### src/rtl/i2c_flags_pkg.sv
// Function
// - transmit mode: byte written to data register bits 7:0 is sent next
// - receive mode: each received byte lands in data register bits 7:0
// - data register at 0x10, resets to zero, bits 15:8 reserved
// - start-sent flag, status bit 0, set once start condition is sent
// - start-sent flag clears after status1 read then data register write
// - start-sent and address flags held clear while peripheral enable is zero
// - slave mode: address flag, status bit 1, set on own-address match
// - master mode: address flag set once address phase is sent
// - address flag clears after status1 read then status2 read
// - status bit 2 reads one once current byte transfer has completed
// - status1 at 0x14, resets to zero, flag bits read-only
package i2c_flags_pkg;

  // ----------------------------------------------------------------
  // register map
  // ----------------------------------------------------------------
  localparam int          ADDR_W          = 8;
  localparam int          DATA_W          = 16;
  localparam logic [7:0]  OFF_CONTROL     = 8'h00;
  localparam logic [7:0]  OFF_DATA        = 8'h10;
  localparam logic [7:0]  OFF_STATUS1     = 8'h14;
  localparam logic [7:0]  OFF_STATUS2     = 8'h18;
  localparam logic [7:0]  OFF_IRQ_STATUS  = 8'h20;
  localparam logic [7:0]  OFF_IRQ_CLEAR   = 8'h24;
  localparam logic [7:0]  OFF_IRQ_ENABLE  = 8'h28;

  // ----------------------------------------------------------------
  // field positions and reset values
  // ----------------------------------------------------------------
  localparam int          CTL_ENABLE_BIT  = 0;
  localparam int          CTL_MASTER_BIT  = 1;
  localparam int          CTL_TRANSMIT_BIT = 2;
  localparam int          ST1_START_BIT   = 0;
  localparam int          ST1_ADDR_BIT    = 1;
  localparam int          ST1_BYTE_BIT    = 2;
  localparam int          IRQ_W           = 4;
  localparam int          IRQ_START_BIT   = 0;
  localparam int          IRQ_ADDR_BIT    = 1;
  localparam int          IRQ_BYTE_BIT    = 2;
  localparam int          IRQ_RX_BIT      = 3;
  localparam logic [15:0] DATA_RESET      = 16'h0000;
  localparam logic [15:0] STATUS1_RESET   = 16'h0000;
  localparam logic [2:0]  CONTROL_RESET   = 3'h0;

endpackage : i2c_flags_pkg

### src/rtl/i2c_data_status.sv
module i2c_data_status
(
  // clock and reset
  input  wire logic                              clock_in,
  input  wire logic                              sys_rst_in,
  // register port
  input  wire logic [i2c_flags_pkg::ADDR_W-1:0]  reg_addr_in,
  input  wire logic [i2c_flags_pkg::DATA_W-1:0]  reg_wdata_in,
  input  wire logic                              reg_wr_in,
  input  wire logic                              reg_rd_in,
  output logic      [i2c_flags_pkg::DATA_W-1:0]  reg_rdata_out,
  // bus engine events, same clock
  input  wire logic                              start_done_in,
  input  wire logic                              addr_sent_in,
  input  wire logic                              addr_match_in,
  input  wire logic                              byte_done_in,
  input  wire logic                              rx_valid_in,
  input  wire logic [7:0]                        rx_byte_in,
  // bus engine transmit side
  output logic      [7:0]                        tx_byte_out,
  output logic                                   tx_load_out,
  // mode seen by the bus engine
  output logic                                   peripheral_enable_out,
  output logic                                   master_mode_out,
  output logic                                   transmit_mode_out,
  // interrupt
  output logic                                   irq_out
);
  import i2c_flags_pkg::*;

  // ----------------------------------------------------------------
  // access decode
  // ----------------------------------------------------------------
  function automatic logic hit(input logic [ADDR_W-1:0] a, input logic [ADDR_W-1:0] off);
    hit = (a == off);
  endfunction : hit

  logic                wr_control;
  logic                wr_data;
  logic                rd_data;
  logic                rd_status1;
  logic                rd_status2;
  logic                wr_irq_clear;
  logic                wr_irq_enable;

  // one strobe per register and direction that has an effect; only the data register has both a write and a read strobe
  assign wr_control    = reg_wr_in && hit(reg_addr_in, OFF_CONTROL);
  assign wr_data       = reg_wr_in && hit(reg_addr_in, OFF_DATA);
  assign rd_data       = reg_rd_in && hit(reg_addr_in, OFF_DATA);
  assign rd_status1    = reg_rd_in && hit(reg_addr_in, OFF_STATUS1);
  assign rd_status2    = reg_rd_in && hit(reg_addr_in, OFF_STATUS2);
  assign wr_irq_clear  = reg_wr_in && hit(reg_addr_in, OFF_IRQ_CLEAR);
  assign wr_irq_enable = reg_wr_in && hit(reg_addr_in, OFF_IRQ_ENABLE);

  // ----------------------------------------------------------------
  // control register
  // ----------------------------------------------------------------
  logic [2:0]          control;
  logic                peripheral_enable;
  logic                master_mode;
  logic                transmit_mode;

  always_ff @(posedge clock_in or posedge sys_rst_in)
  begin
    if (sys_rst_in)
      control <= CONTROL_RESET;
    else if (wr_control)
      control <= reg_wdata_in[2:0];
  end

  assign peripheral_enable     = control[CTL_ENABLE_BIT];
  assign master_mode           = control[CTL_MASTER_BIT];
  assign transmit_mode         = control[CTL_TRANSMIT_BIT];
  assign peripheral_enable_out = peripheral_enable;
  assign master_mode_out       = master_mode;
  assign transmit_mode_out     = transmit_mode;

  // ----------------------------------------------------------------
  // transfer byte register
  // ----------------------------------------------------------------
  logic [7:0]          data_byte;
  logic                rx_take;
  logic                tx_take;

  assign rx_take = peripheral_enable && !transmit_mode && rx_valid_in;
  assign tx_take = peripheral_enable && transmit_mode && wr_data;

  // a write lands unless a byte is received that cycle; the received byte wins a same-cycle clash
  // in receive mode since software must not lose bus data
  always_ff @(posedge clock_in or posedge sys_rst_in)
  begin
    if (sys_rst_in)
      data_byte <= DATA_RESET[7:0];
    else if (rx_take)
      data_byte <= rx_byte_in;
    else if (wr_data)
      data_byte <= reg_wdata_in[7:0];
  end

  // hand the written byte to the engine as the next one to send
  always_ff @(posedge clock_in or posedge sys_rst_in)
  begin
    if (sys_rst_in)
    begin
      tx_byte_out <= 8'h00;
      tx_load_out <= 1'b0;
    end
    else
    begin
      tx_load_out <= tx_take;
      if (tx_take)
        tx_byte_out <= reg_wdata_in[7:0];
    end
  end

  // ----------------------------------------------------------------
  // status flags and their clear sequences
  // ----------------------------------------------------------------
  logic                start_sent_flag;
  logic                address_done_flag;
  logic                byte_done_flag;
  logic                start_armed;
  logic                addr_armed;
  logic                byte_armed;
  logic                addr_event;

  assign addr_event = master_mode ? addr_sent_in : addr_match_in;

  // start flag: armed by a status1 read, consumed by a data write
  always_ff @(posedge clock_in or posedge sys_rst_in)
  begin
    if (sys_rst_in)
    begin
      start_sent_flag <= STATUS1_RESET[ST1_START_BIT];
      start_armed     <= 1'b0;
    end
    else if (!peripheral_enable)
    begin
      start_sent_flag <= 1'b0;
      start_armed     <= 1'b0;
    end
    else if (start_done_in)
    begin
      start_sent_flag <= 1'b1;
      start_armed     <= start_armed || (rd_status1 && start_sent_flag);
    end
    else if (start_armed && wr_data)
    begin
      start_sent_flag <= 1'b0;
      start_armed     <= 1'b0;
    end
    else if (rd_status1 && start_sent_flag)
      start_armed     <= 1'b1;
  end

  // address flag: armed by a status1 read, consumed by a status2 read
  always_ff @(posedge clock_in or posedge sys_rst_in)
  begin
    if (sys_rst_in)
    begin
      address_done_flag <= STATUS1_RESET[ST1_ADDR_BIT];
      addr_armed        <= 1'b0;
    end
    else if (!peripheral_enable)
    begin
      address_done_flag <= 1'b0;
      addr_armed        <= 1'b0;
    end
    else if (addr_event)
    begin
      address_done_flag <= 1'b1;
      addr_armed        <= addr_armed || (rd_status1 && address_done_flag);
    end
    else if (addr_armed && rd_status2)
    begin
      address_done_flag <= 1'b0;
      addr_armed        <= 1'b0;
    end
    else if (rd_status1 && address_done_flag)
      addr_armed        <= 1'b1;
  end

  // byte flag: high from completion until status1 read then data access;
  // a new start also ends it since a fresh transfer is under way
  always_ff @(posedge clock_in or posedge sys_rst_in)
  begin
    if (sys_rst_in)
    begin
      byte_done_flag <= STATUS1_RESET[ST1_BYTE_BIT];
      byte_armed     <= 1'b0;
    end
    else if (!peripheral_enable)
    begin
      byte_done_flag <= 1'b0;
      byte_armed     <= 1'b0;
    end
    else if (byte_done_in)
    begin
      byte_done_flag <= 1'b1;
      byte_armed     <= byte_armed || (rd_status1 && byte_done_flag);
    end
    else if ((byte_armed && (wr_data || rd_data)) || start_done_in)
    begin
      byte_done_flag <= 1'b0;
      byte_armed     <= 1'b0;
    end
    else if (rd_status1 && byte_done_flag)
      byte_armed     <= 1'b1;
  end

  // ----------------------------------------------------------------
  // interrupt status, clear and enable
  // ----------------------------------------------------------------
  logic [IRQ_W-1:0]    irq_status;
  logic [IRQ_W-1:0]    irq_enable;
  logic [IRQ_W-1:0]    irq_events;

  assign irq_events[IRQ_START_BIT] = peripheral_enable && start_done_in;
  assign irq_events[IRQ_ADDR_BIT]  = peripheral_enable && addr_event;
  assign irq_events[IRQ_BYTE_BIT]  = peripheral_enable && byte_done_in;
  assign irq_events[IRQ_RX_BIT]    = rx_take;

  // a new event beats a clear written in the same cycle
  always_ff @(posedge clock_in or posedge sys_rst_in)
  begin
    if (sys_rst_in)
      irq_status <= '0;
    else if (wr_irq_clear)
      irq_status <= (irq_status & ~reg_wdata_in[IRQ_W-1:0]) | irq_events;
    else
      irq_status <= irq_status | irq_events;
  end

  always_ff @(posedge clock_in or posedge sys_rst_in)
  begin
    if (sys_rst_in)
      irq_enable <= '0;
    else if (wr_irq_enable)
      irq_enable <= reg_wdata_in[IRQ_W-1:0];
  end

  assign irq_out = |(irq_status & irq_enable);

  // ----------------------------------------------------------------
  // read data, one cycle after the strobe
  // ----------------------------------------------------------------
  logic [DATA_W-1:0]   next_rdata;

  // unmapped and write-only offsets read as zero
  always_comb
  begin
    next_rdata = '0;
    case (reg_addr_in)
      OFF_CONTROL:    next_rdata = {13'h0000, control};
      OFF_DATA:       next_rdata = {8'h00, data_byte};
      OFF_STATUS1:    next_rdata = {13'h0000, byte_done_flag,
                                    address_done_flag, start_sent_flag};
      OFF_STATUS2:    next_rdata = {13'h0000, transmit_mode, master_mode,
                                    peripheral_enable};
      OFF_IRQ_STATUS: next_rdata = {12'h000, irq_status};
      OFF_IRQ_ENABLE: next_rdata = {12'h000, irq_enable};
      default:        next_rdata = '0;
    endcase
  end

  always_ff @(posedge clock_in or posedge sys_rst_in)
  begin
    if (sys_rst_in)
      reg_rdata_out <= '0;
    else if (reg_rd_in)
      reg_rdata_out <= next_rdata;
    else
      reg_rdata_out <= '0;
  end
endmodule : i2c_data_status

### config.mk
export PLATFORM = sky130hd
export DESIGN_NAME = i2c_data_status
export DESIGN_NICKNAME = d
export VERILOG_FILES = /design/src/rtl/i2c_flags_pkg.sv /design/src/rtl/i2c_data_status.sv
export SDC_FILE = /design/constraint.sdc
export NUM_CORES = 1
export LEC_CHECK = 0
export BUFFER_PORTS_ARGS = -buffer_cell sky130_fd_sc_hd__buf_2
export CORE_ASPECT_RATIO = 0.9
export CORE_MARGIN = 5
export CORE_UTILIZATION = 35
export DETAILED_ROUTE_END_ITERATION = 16
export MAX_ROUTING_LAYER = met4
export PLACE_DENSITY = 0.58
export SYNTH_ARGS = -nofsm -noshare
export SYNTH_HDL_FRONTEND = slang
export SYNTH_SLANG_ARGS = --single-unit
### constraint.sdc
create_clock -name clock_in -period 1.9 [get_ports clock_in]
set_clock_uncertainty 0.2 [all_clocks]
set_input_delay 0.19 -clock clock_in [delete_from_list [all_inputs] [get_ports clock_in]]
set_output_delay 0.19 -clock clock_in [all_outputs]
set_load 0.1 [all_outputs]
==> flow_metrics.py, run 1 <==
metrics = {
    "status": {
        "status": "completed",
    },
    "die": {
        "die_h_um": 82.1,
        "boundaryPins": 70,
        "rows": 26,
        "die_area_um2": 7400,
        "start_util": 0.359,
        "core_area_um2": 5630,
        "die_w_um": 90.1,
    },
    "min_path": {
        "min_path_type": "in -> reg",
        "hp-start": "reg_wdata_in[2]",
        "hold_depth": 3,
        "holdPathEnd": "data_byte[2]$_DFFE_PP0P_",
    },
    "cells_and_area": {
        "syn_to_final_growth_pct": 36.2,
        "fillers": 520,
        "nets": 315,
        "diodes": 0,
        "drive_gt1_frac": 0.360,
        "final_util": 0.489,
    },
    "pwr": {
        "power_w": 0.00239,
        "sw_frac_of_total": 0.270,
        "powerDensity_nw_per_um2": 869,
        "peakVddDrop_uv": 439,
        "switching_power_w": 0.000645,
        "leakage_nw": 1.39,
        "p_int_w": 0.00175,
        "p_seq_frac": 0.452,
        "combPwrFrac": 0.188,
        "power_frac_clock": 0.360,
    },
    "critical_path": {
        "cp-end-kind": "register",
        "reg2regPathDepth": 5,
        "crit_path_cell_trace": "nand3b_1 > buf_4 > nor2_1 > a31oi_1 > dlygate4sd3_1",
        "r2r_slack_ps": 80,
        "worstPathMaxFanout": 17,
        "crit_slowest_cell": "dlygate4sd3_1",
        "r2r-start": "control[2]$_DFFE_PP0P_",
        "arrival_ps": 1800,
        "critPathKind": "reg -> reg",
        "slowest_delay_ps": 580,
        "required_ps": 1880,
        "r2r_end": "data_byte[1]$_DFFE_PP0P_",
        "start_kind": "register",
    },
    "synth": {
        "synthTopCellsByArea": "dfrtp_1, mux2_2, nand2_1, a31oi_1, buf_4",
        "synth_edf_count": 0,
        "avgSynthCellArea_um2": 10.6,
        "yosysTopAreaCellShare": 0.520,
        "async_reset_ff_frac": 1.00,
        "synthesis.area_um2": 2020,
        "yosys.cell_types.count": 39,
        "yosysSeqAreaShare": 0.520,
        "yosys_warnings": 0,
        "ys.flop_type": "dfrtp_1",
        "postSynthCellCount": 190,
        "ys_ff_latch": 42,
        "yosys.area.top_type": "dfrtp_1",
    },
    "timing": {
        "slew_violations": 0,
        "rsz0062_at_grt": "no",
        "fin_ws_ps": 79.2,
        "tightest_slew_ps": 531,
        "setup_tns_ps": 0,
        "period_minus_slack_ps": 1820,
        "max-slew-margin-rel": 0.646,
        "clock.fmax_mhz": 549,
        "period_share": 0.958,
        "hold_viol": 0,
        "finalSetupViolations": 0,
    },
    "cts": {
        "clock_latency_ps": 290,
        "clockBufferDepth": 2,
        "cts-buffers-inserted": 5,
        "cts_tree": "done",
        "htreeDepth": 2,
        "clk_pin_slew_worst_paths_ps": 80,
        "clock_sinks": 42,
        "cts_root_buf": "clkbuf_8",
    },
    "placed_design": {
        "hpwlAfterDp_um": 3800,
        "io_buffers": 53,
        "place_ws_ps": 133,
        "gp_congestion": 0.866,
    },
    "detailed_routing": {
        "antenna_left": 0,
        "drt-wirelength-per-cell_um": 15.4,
        "route.vias.total": 1754,
        "drt_iter0_markers": 90,
        "wirelength_um": 5320,
        "routed_via_density": 5.08,
        "drc": 0,
        "drtPass1Iterations": 4,
    },
    "global_route": {
        "grt_max_degree": 43,
        "grtUsageMet3": 0.0348,
        "grt_pass1_vias": 1730,
        "top_usage_layer": "met2",
        "antenna_found_initial": 0,
        "overflow": 0,
        "met2_usage": 0.243,
        "grt_pass1_wl_um": 8660,
        "met1_usage": 0.194,
        "grtUsageTotal": 0.153,
    },
    "job": {
        "drv_cap": 0,
    },
}
==> cell type report <==
class                      count  area (um^2)  area share
clock inverter                 2         60.1      0.0218
tap                           70         87.6      0.0318
timing repair buffer          83          544       0.198
sequential                    42         1050       0.383
inverter                       6         22.5     0.00818
clock buffer                   6         82.6      0.0300
multi-input combinational    136          901       0.327
==> power groups by stage <==
| stage | clock, W | combinational (W) | sequential (W) |
|---|---|---|---|
| finish | 0.000862 | 0.000450 | 0.00108 |
| global placement | 0 | 0.000379 | 0.00111 |
| CTS | 0.000888 | 0.000436 | 0.00109 |
| global route | 0.000918 | 0.000492 | 0.00109 |
| floorplan | 0 | 0.000273 | 0.00110 |
| detailed placement | 0 | 0.000382 | 0.00111 |
==> through the flow <==
step | std cells | cell area, um^2 | hold WS [ps]
detailed placement | 315 | 2380 | 157
global route | 345 | 2750 | 28.7
CTS | 343 | 2720 | 8.88
finish | 345 | 2750 | 13.1
floorplan | 197 | 2050 | 127
global placement | 315 | 2380 | 162
==> synthesized netlist by cell type (2+ instances only) <==
master	n
and3_1	9
nor2_1	13
nand3_1	8
a22o_1	4
a31oi_1	12
and2_1	2
o21ai_0	3
clkbuf_1	3
buf_4	9
a22oi_1	3
a21oi_1	2
mux2_2	17
o211ai_1	2
nor3_1	2
nand4_1	2
dfrtp_1	42
nand2_1	28
nor2b_1	3
inv_1	6
==> cell families (layout without fill, tap and decap cells) <==
family	Yosys count	after routing	share of synthesized area
flip-flops	42	42	0.520
XOR/XNOR	1	1	0.00434
multiplexers	18	18	0.0997
buffers and inverters	19	97	0.0520
AND/OR/NAND/NOR	76	76	0.205
AO/OA/AOI/OAI	33	33	0.117
other	1	8	0.00186
==> worst max-delay path: cells and delay by family, from the launching register on <==
family / cells / cell delay (ps)
flip-flops: 1 / 430
AO/OA/AOI/OAI: 1 / 50
buffers and inverters: 2 / 770
AND/OR/NAND/NOR: 2 / 260
==> what timing repair did <==
item,CTS,global route
hold buffers,20,0
endpoints found under the setup margin,0,2
endpoints found under the hold margin,61,0
gates resized for setup,0,3
setup buffers,0,3
==> flip-flops by register name, indices dropped and copies added, names as in the netlist, 3 cells and up <==
signal	flops
reg_rdata_out	8
control	3
tx_byte_out	8
irq_status	4
irq_enable	4
data_byte	8
==> how the worst max path moves through the flow <==
stage,from,to,slack (ps),cells past startpoint
after floorplan,control[1]$_DFFE_PP0P_,address_done_flag$_DFFE_PP0P_,100,3
after global placement,reg_addr_in[5],address_done_flag$_DFFE_PP0P_,140,6
after detailed placement,reg_addr_in[5],address_done_flag$_DFFE_PP0P_,130,6
after CTS,reg_addr_in[5],data_byte[3]$_DFFE_PP0P_,20,7
after global routing,reg_addr_in[6],data_byte[1]$_DFFE_PP0P_,5,7
final,control[2]$_DFFE_PP0P_,data_byte[1]$_DFFE_PP0P_,80,5
==> routing by layer <==
layer	part of all wire	wire [um]
met5	0	0
met1	0.45	2420
met4	0.024	125
met3	0.052	277
met2	0.47	2500
==> placed cells by master, fill, tap and decap left out, drive strengths merged, types with 2 or more instances in the layout <==
cell type / count
a21oi: 2
a22o: 4
a22oi: 3
a31oi: 12
and2: 2
and3: 9
buf: 63
bufinv: 2
clkbuf: 6
conb: 8
dfrtp: 42
dlygate4sd3: 20
inv: 6
mux2: 17
nand2: 28
nand3: 9
nand4: 2
nor2: 13
nor2b: 3
nor3: 2
nor4: 2
nor4b: 3
o211ai: 2
o21ai: 3
Power figures use the tool's default switching activity.
==> inputs of run 2 (changes only) <==
clock period = 1.8 ns   (was 1.9 ns; I/O delays follow)
==> flow_metrics.py, run 2 (synthesis gave the netlist of run 1 again) <==
metrics = {
    "status": {
        "status": "completed",
    },
    "cts": {
        "cts_root_buf": "clkbuf_8",
        "clockBufferDepth": 2,
        "cts-buffers-inserted": 5,
        "cts_tree": "done",
        "clock_sinks": 42,
        "htreeDepth": 2,
        "clk_pin_slew_worst_paths_ps": 80,
        "clock_latency_ps": 300,
    },
    "detailed_routing": {
        "antenna_left": 0,
        "routed_via_density": 4.95,
        "wirelength_um": 5210,
        "drc": 0,
        "drt-wirelength-per-cell_um": 15.0,
        "drt_iter0_markers": 151,
        "route.vias.total": 1719,
        "drtPass1Iterations": 4,
    },
    "pwr": {
        "combPwrFrac": 0.202,
        "p_int_w": 0.00151,
        "p_seq_frac": 0.525,
        "switching_power_w": 0.000682,
        "power_frac_clock": 0.272,
        "powerDensity_nw_per_um2": 808,
        "leakage_nw": 1.37,
        "sw_frac_of_total": 0.311,
        "peakVddDrop_uv": 394,
    },
    "timing": {
        "finalSetupViolations": 0,
        "period_minus_slack_ps": 1720,
        "slew_violations": 0,
        "rsz0062_at_grt": "no",
        "holdWs_ps": 10.5,
        "hold_viol": 0,
        "setup_tns_ps": 0,
        "clock.fmax_mhz": 580,
        "period_share": 0.958,
    },
    "critical_path": {
        "arrival_ps": 1340,
        "worstPathMaxFanout": 3,
        "crit_path_cell_trace": "a22oi_1 > nand2_1 > buf_2",
        "reg2regPathDepth": 3,
        "r2r-start": "control[1]$_DFFE_PP0P_",
        "r2r_slack_ps": 280,
        "start_kind": "register",
        "slowest_delay_ps": 430,
        "critPathKind": "reg -> out",
        "cp-end-kind": "output pin",
        "crit_slowest_cell": "buf_2",
        "required_ps": 1420,
        "r2r_end": "address_done_flag$_DFFE_PP0P_",
    },
    "cells_and_area": {
        "final_common_cell": "buf_2",
        "top_regs": "data_byte x8, reg_rdata_out x8, tx_byte_out x8",
        "drive_gt1_frac": 0.354,
        "syn_to_final_growth_pct": 34.1,
        "fin_area_um2": 2710,
        "diodes": 0,
        "final_util": 0.482,
        "nets": 317,
        "layout_common_cells": "buf_2, dfrtp_1, nand2_1",
    },
    "placed_design": {
        "place_area_um2": 2420,
        "gp_congestion": 0.891,
        "hpwlAfterDp_um": 3810,
        "io_buffers": 53,
    },
    "global_route": {
        "grtUsageTotal": 0.151,
        "grt_pass1_vias": 1731,
        "overflow": 0,
        "antenna_found_initial": 0,
        "grt_max_degree": 43,
        "grt_pass1_wl_um": 8580,
    },
    "min_path": {
        "hold_depth": 3,
        "hp-start": "reg_wdata_in[2]",
        "min_path_type": "in -> reg",
        "holdPathEnd": "data_byte[2]$_DFFE_PP0P_",
    },
    "die": {
        "boundaryPins": 70,
        "core_area_um2": 5630,
        "die_area_um2": 7400,
        "die_h_um": 82.1,
        "rows": 26,
        "die_w_um": 90.1,
        "start_util": 0.359,
    },
    "job": {
        "drv_cap": 0,
    },
}
## run 2: cell type report
class	count	area, um^2
Fill cell	545	2920
Sequential cell	42	1050
Multi-Input combinational cell	136	891
Timing Repair Buffer	85	568
Tap cell	70	87.6
Clock buffer	6	72.6
Inverter	6	22.5
Clock inverter	2	13.8
## run 2: worst max-delay path by stage
stage | slack [ps] | endpoint | from
floorplan | 4 | address_done_flag$_DFFE_PP0P_ | control[1]$_DFFE_PP0P_
global placement | 30 | control[0]$_DFFE_PP0P_ | reg_addr_in[1]
detailed placement | 8 | address_done_flag$_DFFE_PP0P_ | reg_addr_in[5]
CTS | 80 | peripheral_enable_out | control[0]$_DFFE_PP0P_
global route | 20 | irq_out | irq_status[1]$_DFF_PP0_
finish | 80 | irq_out | irq_status[1]$_DFF_PP0_
## run 2: power by group through the flow
stage                     clock (W)  sequential (W)  combinational [W]
after CTS                  0.000621         0.00115           0.000445
after global placement            0         0.00116           0.000410
after global routing       0.000661         0.00116           0.000487
after detailed placement          0         0.00117           0.000411
after floorplan                   0         0.00116           0.000289
final                      0.000597         0.00115           0.000443
## run 2: critical path, delay by kind of cell (launching register included)
kind / cells / cell delay, ps
flip-flops: 1 / 410
AO/OA/AOI/OAI: 1 / 100
buffers and inverters: 1 / 430
AND/OR/NAND/NOR: 1 / 100
## run 2: repair_timing
item                                   in CTS  in global routing
buffers inserted                            0                  0
gates resized for setup                     0                  0
hold buffers                               20                  0
endpoints found under the hold margin      65                  0
## run 2: stage by stage
stage / setup slack, ps / power, W / instances
floorplan: 4.18 / 0.00144 / 197
global placement: 28.6 / 0.00157 / 319
detailed placement: 7.90 / 0.00158 / 319
CTS: 80.8 / 0.00222 / 347
global route: 16.6 / 0.00231 / 347
finish: 75.9 / 0.00219 / 347
## run 2: routing by layer
metal  wire, um  vias to the layer above  GRT usage  part of all wire
met3        311                        4     0.0403             0.060
li1           -                      837          -                 -
met5          0                        -          -                 0
met4         66                        0     0.0551             0.013
met1       2450                      828      0.197              0.47
met2       2380                       50      0.227              0.46
